[src/iau_defs.svh]
// Constants of the integer arithmetic unit: register offsets, field positions,
// reset values and decimal adjust figures.
// Assumes inclusion by bare name from each file that needs it.
`ifndef IAU_DEFS_SVH
`define IAU_DEFS_SVH

`define IAU_AXI_AW        4
`define IAU_OFS_FLAGS     4'h0
`define IAU_OFS_STATUS    4'h4
`define IAU_ST_BUSY_BIT   0
`define IAU_ST_DERR_BIT   1
`define IAU_FLAGS_RST     6'h00
`define IAU_RESP_OKAY     2'b00
`define IAU_RESP_SLVERR   2'b10
`define IAU_DIGIT_MAX     4'h9
`define IAU_NIB_ADJ       8'h06
`define IAU_HI_ADJ        8'h60
`define IAU_PACKED_MAX    8'h99
`define IAU_TEN           8'h0a

`endif

[src/iau_pkg.sv]
// Types shared by the integer arithmetic unit: opcodes, flags, request and
// answer bundles, control states.
// Assumes nothing of its surroundings.
package iau_pkg;

	typedef enum logic [4:0] {
		ADD_OP,
		ADD_CARRY_OP,
		PLUS_ONE_OP,
		ASCII_ADD_FIX,
		PACKED_BCD_ADD_FIX,
		DIFFERENCE_OP,
		DIFFERENCE_WITH_BORROW,
		MINUS_ONE_OP,
		TWOS_COMPLEMENT_OP,
		COMPARE_OP,
		ASCII_DIFFERENCE_FIX,
		PACKED_BCD_DIFFERENCE_FIX,
		UNSIGNED_PRODUCT_OP,
		SIGNED_PRODUCT_OP,
		ASCII_PRODUCT_FIX,
		UNSIGNED_QUOTIENT_OP,
		SIGNED_QUOTIENT_OP,
		ASCII_QUOTIENT_PREP,
		BYTE_SIGN_EXTEND,
		WORD_SIGN_EXTEND
	} iau_op_e;

	typedef struct packed {
		logic overflow_flag;
		logic sign_flag;
		logic zero_flag;
		logic half_carry_flag;
		logic parity_flag;
		logic carry_flag;
	} iau_flags_s;

	typedef struct packed {
		iau_op_e     op;
		logic        word;
		logic [15:0] dst;
		logic [15:0] src;
		logic [15:0] accumulator_word;
		logic [15:0] extension_word;
	} iau_req_s;

	typedef struct packed {
		logic [15:0] dst;
		logic [15:0] accumulator_word;
		logic [15:0] extension_word;
		logic        wr_dst;
		logic        wr_acc;
		logic        wr_ext;
	} iau_rsp_s;

	typedef enum logic {
		ST_IDLE,
		ST_DIVIDE
	} iau_state_e;

endpackage

[src/iau_decimal_adjust.sv]
// Decimal adjust of the accumulator low byte after addition or subtraction,
// ASCII (unpacked) and packed forms; purely combinational.
// Assumes the caller supplies the current half-carry and carry flags.
`timescale 1ns/1ps
`default_nettype none
`include "iau_defs.svh"

module iau_decimal_adjust
	import iau_pkg::*;
(
	input  wire iau_pkg::iau_op_e op_i,
	input  wire logic [7:0]       al_i,
	input  wire logic             af_i,
	input  wire logic             cf_i,
	output logic [7:0]            al_o,
	output logic                  af_o,
	output logic                  cf_o
);
	logic       lo_adj;
	logic       hi_adj;
	logic [8:0] s1;

	always_comb
	begin
		lo_adj = (al_i[3:0] > `IAU_DIGIT_MAX) | af_i;
		hi_adj = (al_i > `IAU_PACKED_MAX) | cf_i;
		s1     = {1'b0, al_i};
		al_o   = al_i;
		af_o   = af_i;
		cf_o   = cf_i;
		case (op_i)
			ASCII_ADD_FIX, ASCII_DIFFERENCE_FIX:
			begin
				if (lo_adj)
					s1 = (op_i == ASCII_ADD_FIX) ? s1 + {1'b0, `IAU_NIB_ADJ}
						: s1 - {1'b0, `IAU_NIB_ADJ};
				al_o = {4'h0, s1[3:0]};
				af_o = lo_adj;
				cf_o = lo_adj;
			end
			PACKED_BCD_ADD_FIX:
			begin
				if (lo_adj)
					s1 = s1 + {1'b0, `IAU_NIB_ADJ};
				if (hi_adj)
					s1 = {1'b0, s1[7:0]} + {1'b0, `IAU_HI_ADJ};
				al_o = s1[7:0];
				af_o = lo_adj;
				cf_o = hi_adj | (lo_adj & (al_i > 8'hf9));
			end
			PACKED_BCD_DIFFERENCE_FIX:
			begin
				if (lo_adj)
					s1 = s1 - {1'b0, `IAU_NIB_ADJ};
				if (hi_adj)
					s1 = {1'b0, s1[7:0]} - {1'b0, `IAU_HI_ADJ};
				al_o = s1[7:0];
				af_o = lo_adj;
				cf_o = hi_adj | (lo_adj & (al_i < `IAU_NIB_ADJ));
			end
			default:
			begin
				al_o = al_i;
			end
		endcase
	end

endmodule // iau_decimal_adjust

`default_nettype wire

[src/iau_divider.sv]
// Restoring divider for unsigned and signed byte or word division with
// quotient range check; one quotient bit per enabled clock.
// Assumes operands are valid on the cycle of start_i only.
`timescale 1ns/1ps
`default_nettype none

module iau_divider #(
	parameter int W = 16
) (
	input  wire logic           clk_i,
	input  wire logic           rst_n_i,
	input  wire logic           ce_i,
	input  wire logic           start_i,
	input  wire logic           signed_i,
	input  wire logic           word_i,
	input  wire logic [2*W-1:0] dividend_i,
	input  wire logic [W-1:0]   divisor_i,
	output logic                done_o,
	output logic                err_o,
	output logic [W-1:0]        quot_o,
	output logic [W-1:0]        rem_o
);
	localparam int H  = W / 2;
	localparam int CW = $clog2(2 * W) + 1;

	logic [2*W-1:0] dvd_full;
	logic [2*W-1:0] dvd_mag;
	logic [W-1:0]   dvs_full;
	logic [W-1:0]   dvs_mag;
	logic [W:0]     shifted;
	logic [W-1:0]   lim;
	logic [2*W-1:0] q_q;
	logic [W-1:0]   r_q;
	logic [W-1:0]   d_q;
	logic [CW-1:0]  cnt_q;
	logic           busy_q;
	logic           qneg_q;
	logic           rneg_q;
	logic           word_q;
	logic           sgn_q;

	always_comb
	begin
		dvd_full = word_i ? dividend_i
			: {{W{signed_i & dividend_i[W-1]}}, dividend_i[W-1:0]};
		dvs_full = word_i ? divisor_i
			: {{H{signed_i & divisor_i[H-1]}}, divisor_i[H-1:0]};
		dvd_mag  = (signed_i & dvd_full[2*W-1]) ? ~dvd_full + 1'b1 : dvd_full;
		dvs_mag  = (signed_i & dvs_full[W-1]) ? ~dvs_full + 1'b1 : dvs_full;
		shifted  = {r_q, q_q[2*W-1]};
		if (sgn_q)
			lim = word_q ? {1'b0, {(W-1){1'b1}}} : {{(H+1){1'b0}}, {(H-1){1'b1}}};
		else
			lim = word_q ? {W{1'b1}} : {{H{1'b0}}, {H{1'b1}}};
	end

	always_ff @(posedge clk_i or negedge rst_n_i)
	begin
		if (!rst_n_i)
		begin
			q_q    <= '0;
			r_q    <= '0;
			d_q    <= '0;
			cnt_q  <= '0;
			busy_q <= 1'b0;
			qneg_q <= 1'b0;
			rneg_q <= 1'b0;
			word_q <= 1'b0;
			sgn_q  <= 1'b0;
			done_o <= 1'b0;
			err_o  <= 1'b0;
			quot_o <= '0;
			rem_o  <= '0;
		end
		else if (ce_i)
		begin
			done_o <= 1'b0;
			if (start_i && !busy_q)
			begin
				q_q    <= dvd_mag;
				r_q    <= '0;
				d_q    <= dvs_mag;
				cnt_q  <= CW'(2 * W);
				busy_q <= 1'b1;
				qneg_q <= signed_i & (dvd_full[2*W-1] ^ dvs_full[W-1]);
				rneg_q <= signed_i & dvd_full[2*W-1];
				word_q <= word_i;
				sgn_q  <= signed_i;
			end
			else if (busy_q && cnt_q != '0)
			begin
				if (shifted >= {1'b0, d_q})
				begin
					r_q <= W'(shifted - {1'b0, d_q});
					q_q <= {q_q[2*W-2:0], 1'b1};
				end
				else
				begin
					r_q <= shifted[W-1:0];
					q_q <= {q_q[2*W-2:0], 1'b0};
				end
				cnt_q <= cnt_q - 1'b1;
			end
			else if (busy_q)
			begin
				busy_q <= 1'b0;
				done_o <= 1'b1;
				err_o  <= (d_q == '0) || (q_q > {{W{1'b0}}, lim});
				quot_o <= qneg_q ? ~q_q[W-1:0] + 1'b1 : q_q[W-1:0];
				rem_o  <= rneg_q ? ~r_q + 1'b1 : r_q;
			end
		end
	end

endmodule // iau_divider

`default_nettype wire

[src/iau_arith_unit.sv]
// Integer arithmetic execution unit: add, subtract, compare, negate,
// multiply, divide, decimal adjust and sign extension with six status flags.
// Assumes the decoder drives requests synchronous to MCLK_I and an AXI4-Lite
// master reaches the flags and status registers.
`timescale 1ns/1ps
`default_nettype none
`include "iau_defs.svh"

// Behaviour
// - Add writes the sum and updates all six flags.
// - Add with carry adds one more when carry is set; six flags updated.
// - Plus one updates five flags, carry kept.
// - ASCII add fix makes low byte an unpacked digit; half-carry and carry.
// - Packed add fix makes two packed digits; five flags, overflow kept.
// - Subtract writes the difference and updates all six flags.
// - Subtract with borrow removes one more when carry set; six flags.
// - Minus one updates five flags, carry kept.
// - Negate gives zero minus operand; most negative value sets overflow.
// - Negate sets carry unless the operand was zero.
// - Compare sets flags as subtract but writes nothing back.
// - ASCII subtract fix makes low byte an unpacked digit.
// - Packed subtract fix makes two packed digits; five flags.
// - Unsigned multiply; carry and overflow when upper half nonzero.
// - Signed multiply; carry and overflow when upper half is not sign fill.
// - ASCII product fix splits low byte into two unpacked digits.
// - Unsigned divide gives truncated quotient and remainder.
// - Quotient over capacity, or divide by zero, raises divide error.
// - Signed quotient limits are 81h..7Fh and 8001h..7FFFh.
// - Signed quotient truncates toward zero; remainder takes dividend sign.
// - ASCII quotient prep folds two digits into a binary low byte.
// - Sign extension fills high byte or extension word; flags untouched.
// - Half-carry marks a carry out of or borrow into the low nibble.
// - Sign equals bit 7 for bytes, bit 15 for words.
// - Parity set when the low eight result bits hold even ones.
// - Overflow set when the signed result does not fit.
module iau_arith_unit
	import iau_pkg::*;
(
	input  wire logic                      MCLK_I,
	input  wire logic                      RESET_N_I,
	input  wire logic                      CE_I,
	input  wire logic                      START_I,
	input  wire iau_pkg::iau_req_s         REQ_I,
	output logic                           DONE_O,
	output logic                           BUSY_O,
	output iau_pkg::iau_rsp_s              RSP_O,
	output iau_pkg::iau_flags_s            FLAGS_O,
	output logic                           DIV_ERR_O,
	input  wire logic                      S_AXI_AWVALID_I,
	output logic                           S_AXI_AWREADY_O,
	input  wire logic [`IAU_AXI_AW-1:0]    S_AXI_AWADDR_I,
	input  wire logic                      S_AXI_WVALID_I,
	output logic                           S_AXI_WREADY_O,
	input  wire logic [31:0]               S_AXI_WDATA_I,
	input  wire logic [3:0]                S_AXI_WSTRB_I,
	output logic                           S_AXI_BVALID_O,
	input  wire logic                      S_AXI_BREADY_I,
	output logic [1:0]                     S_AXI_BRESP_O,
	input  wire logic                      S_AXI_ARVALID_I,
	output logic                           S_AXI_ARREADY_O,
	input  wire logic [`IAU_AXI_AW-1:0]    S_AXI_ARADDR_I,
	output logic                           S_AXI_RVALID_O,
	input  wire logic                      S_AXI_RREADY_I,
	output logic [31:0]                    S_AXI_RDATA_O,
	output logic [1:0]                     S_AXI_RRESP_O
);
	iau_state_e             state_q;
	iau_flags_s             flags_q;
	iau_flags_s             nf;
	iau_rsp_s               rsp_d;
	logic                   div_err_seen_q;
	logic                   div_word_q;
	logic                   is_div;
	logic                   div_start;
	logic                   div_done;
	logic                   div_err;
	logic [15:0]            div_quot;
	logic [15:0]            div_rem;
	logic [15:0]            a;
	logic [15:0]            b;
	logic [15:0]            acc;
	logic                   cin;
	logic                   is_sub;
	logic [16:0]            sum;
	logic                   msb_a;
	logic                   msb_b;
	logic                   msb_r;
	logic                   cout;
	logic                   ovf;
	logic                   half;
	logic [31:0]            uprod;
	logic signed [31:0]     sprod_w;
	logic signed [15:0]     sprod_b;
	logic [7:0]             adj_al;
	logic                   adj_af;
	logic                   adj_cf;
	logic [7:0]             prep_al;
	logic [7:0]             prod_hi;
	logic [7:0]             prod_lo;
	logic                   aw_have;
	logic                   w_have;
	logic [`IAU_AXI_AW-1:0] aw_addr_q;
	logic [31:0]            w_data_q;
	logic [3:0]             w_strb_q;
	logic                   wr_fire;
	logic                   wr_flags;

	// Sign, zero and parity of a result of the given width
	function automatic iau_flags_s szp(iau_flags_s f, logic [15:0] r, logic w);
		iau_flags_s o;
		o           = f;
		o.sign_flag = w ? r[15] : r[7];
		o.zero_flag = w ? (r == 16'h0000) : (r[7:0] == 8'h00);
		o.parity_flag = ~^r[7:0];
		return o;
	endfunction

	assign acc       = REQ_I.accumulator_word;
	assign is_div    = (REQ_I.op == UNSIGNED_QUOTIENT_OP) || (REQ_I.op == SIGNED_QUOTIENT_OP);
	assign div_start = (state_q == ST_IDLE) && START_I && is_div;

	iau_divider #(
		.W (16)
	) u_divider (
		.clk_i      (MCLK_I),
		.rst_n_i    (RESET_N_I),
		.ce_i       (CE_I),
		.start_i    (div_start),
		.signed_i   (REQ_I.op == SIGNED_QUOTIENT_OP),
		.word_i     (REQ_I.word),
		.dividend_i ({REQ_I.extension_word, acc}),
		.divisor_i  (REQ_I.src),
		.done_o     (div_done),
		.err_o      (div_err),
		.quot_o     (div_quot),
		.rem_o      (div_rem)
	);

	iau_decimal_adjust u_decimal_adjust (
		.op_i (REQ_I.op),
		.al_i (acc[7:0]),
		.af_i (flags_q.half_carry_flag),
		.cf_i (flags_q.carry_flag),
		.al_o (adj_al),
		.af_o (adj_af),
		.cf_o (adj_cf)
	);

	// Shared adder for add, subtract, compare and negate
	always_comb
	begin
		a      = REQ_I.dst;
		b      = REQ_I.src;
		cin    = 1'b0;
		is_sub = 1'b0;
		case (REQ_I.op)
			ADD_CARRY_OP:
				cin = flags_q.carry_flag;
			PLUS_ONE_OP:
				b = 16'h0001;
			DIFFERENCE_OP, COMPARE_OP:
				is_sub = 1'b1;
			DIFFERENCE_WITH_BORROW:
			begin
				is_sub = 1'b1;
				cin    = flags_q.carry_flag;
			end
			MINUS_ONE_OP:
			begin
				is_sub = 1'b1;
				b      = 16'h0001;
			end
			TWOS_COMPLEMENT_OP:
			begin
				is_sub = 1'b1;
				a      = 16'h0000;
				b      = REQ_I.dst;
			end
			default:
				cin = 1'b0;
		endcase
		if (!REQ_I.word)
		begin
			a = {8'h00, a[7:0]};
			b = {8'h00, b[7:0]};
		end
		sum = is_sub ? {1'b0, a} - {1'b0, b} - {16'h0000, cin}
			: {1'b0, a} + {1'b0, b} + {16'h0000, cin};
		msb_a = REQ_I.word ? a[15] : a[7];
		msb_b = REQ_I.word ? b[15] : b[7];
		msb_r = REQ_I.word ? sum[15] : sum[7];
		cout  = REQ_I.word ? sum[16] : sum[8];
		half  = a[4] ^ b[4] ^ sum[4];
		ovf   = is_sub ? (msb_a != msb_b) && (msb_r != msb_a)
			: (msb_a == msb_b) && (msb_r != msb_a);
	end

	// Products and ASCII multiply and divide helpers
	always_comb
	begin
		uprod   = REQ_I.word ? 32'(acc) * 32'(REQ_I.src)
			: {16'h0000, 16'(acc[7:0]) * 16'(REQ_I.src[7:0])};
		sprod_w = $signed(acc) * $signed(REQ_I.src);
		sprod_b = $signed(acc[7:0]) * $signed(REQ_I.src[7:0]);
		prod_hi = acc[7:0] / `IAU_TEN;
		prod_lo = acc[7:0] % `IAU_TEN;
		prep_al = 8'(acc[15:8] * `IAU_TEN + acc[7:0]);
	end

	// Result and flag selection; flags not named keep their value
	always_comb
	begin
		nf    = flags_q;
		rsp_d = RSP_O;
		rsp_d.wr_dst = 1'b0;
		rsp_d.wr_acc = 1'b0;
		rsp_d.wr_ext = 1'b0;
		case (REQ_I.op)
			ADD_OP, ADD_CARRY_OP, DIFFERENCE_OP, DIFFERENCE_WITH_BORROW,
			TWOS_COMPLEMENT_OP, COMPARE_OP:
			begin
				nf = szp(flags_q, sum[15:0], REQ_I.word);
				nf.carry_flag      = cout;
				nf.half_carry_flag = half;
				nf.overflow_flag   = ovf;
				rsp_d.dst    = REQ_I.word ? sum[15:0] : {8'h00, sum[7:0]};
				rsp_d.wr_dst = (REQ_I.op != COMPARE_OP);
			end
			PLUS_ONE_OP, MINUS_ONE_OP:
			begin
				nf = szp(flags_q, sum[15:0], REQ_I.word);
				nf.half_carry_flag = half;
				nf.overflow_flag   = ovf;
				rsp_d.dst    = REQ_I.word ? sum[15:0] : {8'h00, sum[7:0]};
				rsp_d.wr_dst = 1'b1;
			end
			ASCII_ADD_FIX, ASCII_DIFFERENCE_FIX:
			begin
				nf.half_carry_flag = adj_af;
				nf.carry_flag      = adj_cf;
				rsp_d.accumulator_word = {acc[15:8], adj_al};
				rsp_d.wr_acc = 1'b1;
			end
			PACKED_BCD_ADD_FIX, PACKED_BCD_DIFFERENCE_FIX:
			begin
				nf = szp(flags_q, {8'h00, adj_al}, 1'b0);
				nf.half_carry_flag = adj_af;
				nf.carry_flag      = adj_cf;
				rsp_d.accumulator_word = {acc[15:8], adj_al};
				rsp_d.wr_acc = 1'b1;
			end
			UNSIGNED_PRODUCT_OP:
			begin
				nf.carry_flag = REQ_I.word ? (uprod[31:16] != 16'h0000)
					: (uprod[15:8] != 8'h00);
				nf.overflow_flag = nf.carry_flag;
				rsp_d.accumulator_word = uprod[15:0];
				rsp_d.extension_word   = uprod[31:16];
				rsp_d.wr_acc = 1'b1;
				rsp_d.wr_ext = REQ_I.word;
			end
			SIGNED_PRODUCT_OP:
			begin
				nf.carry_flag = REQ_I.word ? (sprod_w[31:16] != {16{sprod_w[15]}})
					: (sprod_b[15:8] != {8{sprod_b[7]}});
				nf.overflow_flag = nf.carry_flag;
				rsp_d.accumulator_word = REQ_I.word ? sprod_w[15:0] : sprod_b;
				rsp_d.extension_word   = sprod_w[31:16];
				rsp_d.wr_acc = 1'b1;
				rsp_d.wr_ext = REQ_I.word;
			end
			ASCII_PRODUCT_FIX:
			begin
				nf = szp(flags_q, {8'h00, prod_lo}, 1'b0);
				rsp_d.accumulator_word = {prod_hi, prod_lo};
				rsp_d.wr_acc = 1'b1;
			end
			ASCII_QUOTIENT_PREP:
			begin
				nf = szp(flags_q, {8'h00, prep_al}, 1'b0);
				rsp_d.accumulator_word = {8'h00, prep_al};
				rsp_d.wr_acc = 1'b1;
			end
			BYTE_SIGN_EXTEND:
			begin
				rsp_d.accumulator_word = {{8{acc[7]}}, acc[7:0]};
				rsp_d.wr_acc = 1'b1;
			end
			WORD_SIGN_EXTEND:
			begin
				rsp_d.extension_word = {16{acc[15]}};
				rsp_d.wr_ext = 1'b1;
			end
			default:
				nf = flags_q;
		endcase
	end

	// Control: single cycle ops answer next edge, divide waits on the divider
	always_ff @(posedge MCLK_I or negedge RESET_N_I)
	begin
		if (!RESET_N_I)
		begin
			state_q    <= ST_IDLE;
			DONE_O     <= 1'b0;
			BUSY_O     <= 1'b0;
			DIV_ERR_O  <= 1'b0;
			div_word_q <= 1'b0;
		end
		else if (CE_I)
		begin
			DONE_O    <= 1'b0;
			DIV_ERR_O <= 1'b0;
			case (state_q)
				ST_IDLE:
				begin
					if (div_start)
					begin
						state_q    <= ST_DIVIDE;
						BUSY_O     <= 1'b1;
						div_word_q <= REQ_I.word;
					end
					else if (START_I)
						DONE_O <= 1'b1;
				end
				ST_DIVIDE:
				begin
					if (div_done)
					begin
						state_q   <= ST_IDLE;
						BUSY_O    <= 1'b0;
						DONE_O    <= 1'b1;
						DIV_ERR_O <= div_err;
					end
				end
				default:
					state_q <= ST_IDLE;
			endcase
		end
	end

	// Answer register
	always_ff @(posedge MCLK_I or negedge RESET_N_I)
	begin
		if (!RESET_N_I)
			RSP_O <= '0;
		else if (CE_I)
		begin
			if (state_q == ST_IDLE && START_I && !is_div)
				RSP_O <= rsp_d;
			else if (state_q == ST_DIVIDE && div_done)
			begin
				RSP_O.wr_dst <= 1'b0;
				RSP_O.wr_acc <= !div_err;
				RSP_O.wr_ext <= !div_err && div_word_q;
				RSP_O.accumulator_word <= div_word_q ? div_quot
					: {div_rem[7:0], div_quot[7:0]};
				RSP_O.extension_word   <= div_rem;
			end
		end
	end

	// Flags; a finishing operation wins over a software write
	always_ff @(posedge MCLK_I or negedge RESET_N_I)
	begin
		if (!RESET_N_I)
			flags_q <= `IAU_FLAGS_RST;
		else if (CE_I)
		begin
			if (state_q == ST_IDLE && START_I && !is_div)
				flags_q <= nf;
			else if (wr_flags)
				flags_q <= w_data_q[5:0];
		end
	end

	assign FLAGS_O = flags_q;

	// Divide error seen, held until the next divide starts
	always_ff @(posedge MCLK_I or negedge RESET_N_I)
	begin
		if (!RESET_N_I)
			div_err_seen_q <= 1'b0;
		else if (CE_I)
		begin
			if (state_q == ST_DIVIDE && div_done)
				div_err_seen_q <= div_err;
			else if (div_start)
				div_err_seen_q <= 1'b0;
		end
	end

	// AXI4-Lite write channel
	assign aw_have  = !S_AXI_AWREADY_O;
	assign w_have   = !S_AXI_WREADY_O;
	assign wr_fire  = aw_have && w_have && !S_AXI_BVALID_O;
	assign wr_flags = wr_fire && ({aw_addr_q[3:2], 2'b00} == `IAU_OFS_FLAGS) && w_strb_q[0];

	always_ff @(posedge MCLK_I or negedge RESET_N_I)
	begin
		if (!RESET_N_I)
		begin
			S_AXI_AWREADY_O <= 1'b1;
			S_AXI_WREADY_O  <= 1'b1;
			S_AXI_BVALID_O  <= 1'b0;
			S_AXI_BRESP_O   <= `IAU_RESP_OKAY;
			aw_addr_q       <= '0;
			w_data_q        <= '0;
			w_strb_q        <= '0;
		end
		else if (CE_I)
		begin
			if (S_AXI_AWREADY_O && S_AXI_AWVALID_I)
			begin
				aw_addr_q       <= S_AXI_AWADDR_I;
				S_AXI_AWREADY_O <= 1'b0;
			end
			if (S_AXI_WREADY_O && S_AXI_WVALID_I)
			begin
				w_data_q       <= S_AXI_WDATA_I;
				w_strb_q       <= S_AXI_WSTRB_I;
				S_AXI_WREADY_O <= 1'b0;
			end
			if (wr_fire)
			begin
				S_AXI_BVALID_O <= 1'b1;
				S_AXI_BRESP_O  <= ({aw_addr_q[3:2], 2'b00} == `IAU_OFS_FLAGS ||
					{aw_addr_q[3:2], 2'b00} == `IAU_OFS_STATUS) ? `IAU_RESP_OKAY
					: `IAU_RESP_SLVERR;
			end
			if (S_AXI_BVALID_O && S_AXI_BREADY_I)
			begin
				S_AXI_BVALID_O  <= 1'b0;
				S_AXI_AWREADY_O <= 1'b1;
				S_AXI_WREADY_O  <= 1'b1;
			end
		end
	end

	// AXI4-Lite read channel
	always_ff @(posedge MCLK_I or negedge RESET_N_I)
	begin
		if (!RESET_N_I)
		begin
			S_AXI_ARREADY_O <= 1'b1;
			S_AXI_RVALID_O  <= 1'b0;
			S_AXI_RDATA_O   <= '0;
			S_AXI_RRESP_O   <= `IAU_RESP_OKAY;
		end
		else if (CE_I)
		begin
			if (S_AXI_ARREADY_O && S_AXI_ARVALID_I)
			begin
				S_AXI_ARREADY_O <= 1'b0;
				S_AXI_RVALID_O  <= 1'b1;
				S_AXI_RRESP_O   <= `IAU_RESP_OKAY;
				S_AXI_RDATA_O   <= '0;
				case ({S_AXI_ARADDR_I[3:2], 2'b00})
					`IAU_OFS_FLAGS:
						S_AXI_RDATA_O <= {26'h0000000, flags_q};
					`IAU_OFS_STATUS:
					begin
						S_AXI_RDATA_O[`IAU_ST_BUSY_BIT] <= BUSY_O;
						S_AXI_RDATA_O[`IAU_ST_DERR_BIT] <= div_err_seen_q;
					end
					default:
						S_AXI_RRESP_O <= `IAU_RESP_SLVERR;
				endcase
			end
			if (S_AXI_RVALID_O && S_AXI_RREADY_I)
			begin
				S_AXI_RVALID_O  <= 1'b0;
				S_AXI_ARREADY_O <= 1'b1;
			end
		end
	end

endmodule // iau_arith_unit

`default_nettype wire

[config.mk]
export PLATFORM = sky130hd
export DESIGN_NAME = iau_arith_unit
export DESIGN_NICKNAME = d
export VERILOG_FILES = /design/src/iau_pkg.sv /design/src/iau_decimal_adjust.sv /design/src/iau_divider.sv /design/src/iau_arith_unit.sv
export VERILOG_INCLUDE_DIRS = /design/src
export SDC_FILE = /design/constraint.sdc
export NUM_CORES = 2
export LEC_CHECK = 0
export BUFFER_PORTS_ARGS = -buffer_cell sky130_fd_sc_hd__buf_2
export CAP_MARGIN = 15
export CORE_MARGIN = 8
export CORE_UTILIZATION = 35
export DETAILED_ROUTE_END_ITERATION = 10
export HOLD_SLACK_MARGIN = 0.06
export PLACE_DENSITY = 0.63
export SLEW_MARGIN = 20
export SYNTH_ARGS = -nofsm -noshare
export SYNTH_HDL_FRONTEND = slang
export SYNTH_SLANG_ARGS = --single-unit
[constraint.sdc]
create_clock -name MCLK_I -period 4.9 [get_ports MCLK_I]
set_input_delay 0 -clock MCLK_I [delete_from_list [all_inputs] [get_ports MCLK_I]]
set_output_delay 0 -clock MCLK_I [all_outputs]
set_load 0.02 [all_outputs]
; After elaboration in Yosys (flattened, before gate mapping)
; Index checks and enable logic that the tools add are counted.
; Widths: inputs -> output; s select.
[word_totals]
reg_bits = 224
output_inout_bits = 101
word_cells = 306
[classes]
n_addsub = 15
multipliers = 5
div = 2
order_cmp = 6
n_eq_ne = 37
mux = 93
n_bitwise = 21
reduce_logical = 85
[op_table]
columns = operator, count
row1 = $mux 16, 15
row2 = $mux 32, 5
row3 = $pmux 16 s6, 1
row4 = $mux 35, 2
row5 = $mul 16x16->32, 2
row6 = $add 16x1->16 const B, 3
row7 = $mux 8, 6
row8 = $not 16->16, 3
row9 = $pmux 16 s3, 1
row10 = $eq 5x4->1 const B, 8
row11 = $mux 1, 38
row12 = $add 32x1->32 const B, 1
row13 = $gt 32x16->1, 1
row14 = $logic_not 16->1, 2
row15 = $logic_not 8->1, 4
row16 = $mul 8x8->16, 2
row17 = $not 32->32, 1
row18 = $pmux 16 s2, 1
row19 = $reduce_xnor 8->1, 4
row20 = $reduce_and 2->1, 13
row21 = $mux 6, 4
row22 = $pmux 8 s3, 1
row23 = $reduce_and 3->1, 8
row24 = $eq 5x3->1 const B, 4
row25 = other kinds (62), 134

; Logic depth before layout (Yosys ltp)
[depth]
word_depth = 13
ltp_mapped = 29

; Modules after synthesis
; From an unflattened synthesis, not the netlist that was laid out.
[hier_totals]
cells_unflattened = 4004
area_unflattened_um2 = 34503.1
[by_module_without_submodules]
columns = mod, n_inst, cells_per_inst, area_per_inst_um2, seq_area_each_um2
row1 = iau_arith_unit, 1, 2993, 26256.4, 2130.8
row2 = iau_divider, 1, 911, 7528.5, 2727.6
row3 = iau_decimal_adjust, 1, 100, 718.2, 0.0

; Least setup slack after synthesis
; OpenSTA, ideal clock, no wires.
[synth_timing]
path_kind = input to register
from = input port REQ_I[23] in the netlist's numbering
to = register flags_q (netlist bit FLAGS_O[0])
arrival_ps = 7440
path_slack_ps = -2671
path_stages = 27
cell_sequence = buf_2 buf_1 buf_1 clkbuf_1 nand2_1 fa_1 inv_1 fa_1 fa_1 inv_1 fa_1 fa_1 inv_1 fa_1 ha_1 a22o_1 nor4_1 nand2_1 o311a_1 a2111oi_2 nor4_1 nor3b_1 nor4b_1 nand2_1 a2111oi_0 o22a_1 a31oi_1
[synth_between]
elab_chain_cells = 6
elab_cells_between_ends = 22
[synth_lines]
columns = element, line
row1 = "start, declared", iau_arith_unit.sv:43  ; input wire iau_pkg::iau_req_s REQ_I,
row2 = $mul 16x16->32 (tied with other cells), iau_arith_unit.sv:201  ; uprod = REQ_I.word ? 32'(acc) * 32'(REQ_I.src)
row3 = $mux 32 (tied with other cells), iau_arith_unit.sv:201
row4 = $reduce_bool 16->1 (tied with other cells), iau_arith_unit.sv:254  ; nf.carry_flag = REQ_I.word ? (uprod[31:16] != 16'h0000)
row5 = $mux 1 or $pmux 1 s3 (tied branches), "iau_arith_unit.sv:254, iau_decimal_adjust.sv:31"
row6 = $pmux 1 s4 (*), iau_arith_unit.sv:218  ; case (REQ_I.op)
row7 = $mux 6 (*), iau_arith_unit.sv:370  ; if (state_q == ST_IDLE && START_I && !is_div)
row8 = "end signal, assigned", iau_arith_unit.sv:367  ; flags_q <= `IAU_FLAGS_RST;
row9 = "end signal, assigned", iau_arith_unit.sv:371  ; flags_q <= nf;
row10 = "end signal, assigned", iau_arith_unit.sv:373  ; flags_q <= w_data_q[5:0];
row11 = "end, declared", iau_arith_unit.sv:68  ; iau_flags_s flags_q;
; Every way passes the cells marked *; elsewhere a longest branch is shown, timed or not.
; A chain may end at the register's enable or synchronous reset.

; Final worst setup path
[layout_timing]
from = input port REQ_I[46] in the netlist's numbering
to = register flags_q (netlist bit FLAGS_O[0])
[layout_between]
elab_chain_cells = 8
elab_cells_between_ends = 18
[layout_lines]
columns = element, line
row1 = "parallel branches: the longest is 6 deep, another holds $mul 16x16->32", -
row2 = $pmux 1 s4 (*), iau_arith_unit.sv:218
row3 = $mux 6 (*), iau_arith_unit.sv:370
; Mark *: on every way between the ends.

==> flow_summary.yaml <==
floorplanning:
  die_y_um: 330
  die_w_um: 330
  core_area_sq_mm: 0.0981
  std_cell_rows: 115
  start_util_pct: 35.3
  ios: 224
  die_area_sq_mm: 0.109
synthesis:
  synth_seq_cells: 194
  yosysTopAreaCell: "fa_1"
  ys_seq_area_share_pct: 14.0
  synth-edff-count: 0
  yosysWarnings: 0
  synthFlopType: "dfrtp_1"
  syn_inst: 4075
  synth.avg_cell_area_sq_um: 8.49
  synth_area_leaders: "fa_1 (27%), dfrtp_1 (14%), ha_1 (12%), inv_1 (6.1%), nand2_1 (5.0%)"
  netlist.area_leader.share_pct: 26.5
  netlist_area_sq_mm: 0.0346
  postSynth.asyncResetShare_pct: 100
  synth.distinct_cells: 95
critical_path:
  cp_data_arrival_time_ns: 6.68
  path_max_fanout: 4
  end_kind: "register"
  cp_data_required_time_ns: 5.24
  worstSetupStartpointType: "primary input"
  path_class: "in -> reg"
timing:
  finalWorstSetupSlack_ns: -1.45
  fmax_mhz: 158
  finClkSkew_ns: 0.0189
  hold_viol: 0
  tightest_slew_ns: 1.13
  rsz0062_at_grt: "true"
  slew_violations: 0
  relSlewSlack_pct: 24.1
  whs_ns: 0.0892
  finalSetupViolCount: 25
  period_needed_ns: 6.35
  period_share_pct: 130
clock_network:
  path_clk_slew_ns: 0.08
  cts_made_buffers: 17
  cts_tree: "done"
  htreeDepth: 4
  cts.sinks: 194
  clk_latency_ns: 0.47
  cts_root_buf: "clkbuf_16"
  clock_path_buffers: 2
grt:
  grt_first_pass_wirelength_um: 195000
  antenna_found_initial: 1
  track_usage_pct: 23.0
  grt-ovfl-total: 0
  grt_pass1_vias: 34000
  grt_max_degree: 81
cells_and_area:
  final_nets: 5737
  syn_to_final_growth_pct: 30.7
  fin_util_pct: 46.1
  drive_gt1_share_pct: 27.4
  design_area_sq_mm: 0.0452
routing:
  wl_per_cell_um: 20.6
  drtPass1Iterations: 6
  totalWireLength_um: 126000
  drtIter0Drc: 2526
  ant_nets: 0
  dr_total_vias: 32700
  vias_per_cell: 5.32
  drc: 0
placement:
  dpl.hpwl_um: 104000
  gp_congestion: 0.999
  detailed_place.area_sq_mm: 0.0419
  port_buffers: 162
run:
  maxCapViolCount: 0
hold_path:
  hp-class: "in -> reg"
run_status:
  status: "finished with violations"
  violations: "setup timing"
-- cell type report --
class / instances / area, sq um
Antenna cell: 2 / 5.00
Clock buffer: 18 / 439
Clock inverter: 14 / 148
Fill cell: 9451 / 52900
Inverter: 564 / 2160
Multi-Input combinational cell: 3134 / 28700
Sequential cell: 194 / 4860
Tap cell: 1287 / 1610
Timing Repair Buffer: 923 / 7310
-- layer usage --
| metal | part of all wire, % | wire length (um) | track usage [%] |
|---|---|---|---|
| met1 | 41 | 51500 | 29.1 |
| met2 | 47 | 59200 | 38.4 |
| met3 | 7.4 | 9330 | 4.22 |
| met4 | 5.0 | 6250 | 9.60 |
| met5 | 0 | 0 | 0 |
-- sequential cells by signal, summed over array words and instances, names as in the netlist, 2 cells and up --
| signal | flops |
|---|---|
| u_divider.q_q | 32 |
| u_divider.r_q | 16 |
| w_data_q | 6 |
| u_divider.rem_o | 16 |
| u_divider.d_q | 16 |
| S_AXI_RDATA_O | 6 |
| u_divider.cnt_q | 6 |
| aw_addr_q | 2 |
| RSP_O | 51 |
| u_divider.quot_o | 16 |
| FLAGS_O | 6 |
-- synthesized netlist by cell type (23+ instances only) --
cell type	n
o31ai_1	24
and2_1	104
xnor2_1	163
a21oi_1	213
fa_1	458
xor2_1	65
nand3_1	71
a21o_1	52
nor3_1	52
clkbuf_1	153
nor2_1	266
dfrtp_1	191
nand2b_1	35
ha_1	322
o21bai_1	23
nand2_1	465
nor2b_1	29
nor4_1	34
inv_1	561
nand4_1	23
and3_1	25
buf_4	30
o22ai_1	25
mux2i_1	35
o21ai_0	279
a31oi_1	37
-- worst max-delay path, stage by stage --
cell and delay (ns):
buf_12 0.10, clkinvlp_4 0.15, nor2_4 0.21, inv_2 0.06, fa_1 0.54, inv_1 0.05, fa_2 0.53, fa_1 0.43
fa_1 0.53, inv_2 0.05, fa_1 0.54, inv_2 0.04, fa_2 0.46, ha_4 0.17, a22o_1 0.22, nor4_4 0.15
nand2_1 0.09, o311a_4 0.37, a2111oi_4 0.33, buf_4 0.22, o31ai_4 0.07, xnor2_2 0.17, nor4b_4 0.28, nand2_1 0.12
a2111oi_2 0.31, buf_4 0.18, o22a_4 0.19, a31oi_1 0.09
-- placed cells by master (no fill, tap or decap), drive strengths merged, types with 35 or more instances in the layout --
cell / count
mux2i: 35
buf: 890
ha: 322
inv: 563
a31oi: 37
fa: 458
nor2: 267
a21o: 53
nand2: 465
nand3: 71
xnor2: 163
and2: 106
nor3: 52
nand2b: 35
dfrtp: 191
o21ai: 288
xor2: 66
a21oi: 215
-- per-stage QoR --
stage          TNS [ns]  setup slack (ns)  instances
3_5_place_dp     -40.50             -2.36       6028
3_3_place_gp     -39.56             -2.23       6028
6_report         -18.09             -1.45       6136
5_1_grt          -21.72             -1.61       6134
4_1_cts          -15.95             -1.34       6126
2_1_floorplan    -17.61             -1.63       4102
-- cell families after synthesis --
logic type,count (synthesis),share of synthesized area (%)
compound gates,868,15.8
fa+ha+maj,780,38.1
buf+inv,774,8.76
simple gates,1171,15.6
xor+xnor,229,5.82
other cells,1,0.0108
flops,194,14.0
mux,58,1.83
-- final timing paths --
path	from	end	slack [ns]	cells past startpoint
max in group asynchronous	RESET_N_I	u_divider.q_q[19]	3.48	3
min in group asynchronous	RESET_N_I	S_AXI_RVALID_O	0.12	2
setup reg to reg	FLAGS_O[0]	FLAGS_O[4]	0.73	14
setup / recovery	REQ_I[46]	FLAGS_O[0]	-1.45	28
hold / removal	REQ_I[5]	u_divider.q_q[21]	0.09	5
hold reg to reg	RSP_O[1]	RSP_O[1]	0.47	2
-- what timing repair did --
action / 4_1_cts / 5_1_grt
hold endpoints to repair: 107 / 0
pin swaps: 136 / 125
gates cloned: 1 / 1
setup endpoints to repair: 29 / 31
hold buffers: 29 / 0
gates resized for setup: 367 / 150
buffers inserted: 48 / 20
Power is not shown: default switching activity piles up to over one toggle a cycle in this logic, so the estimate is an artifact.
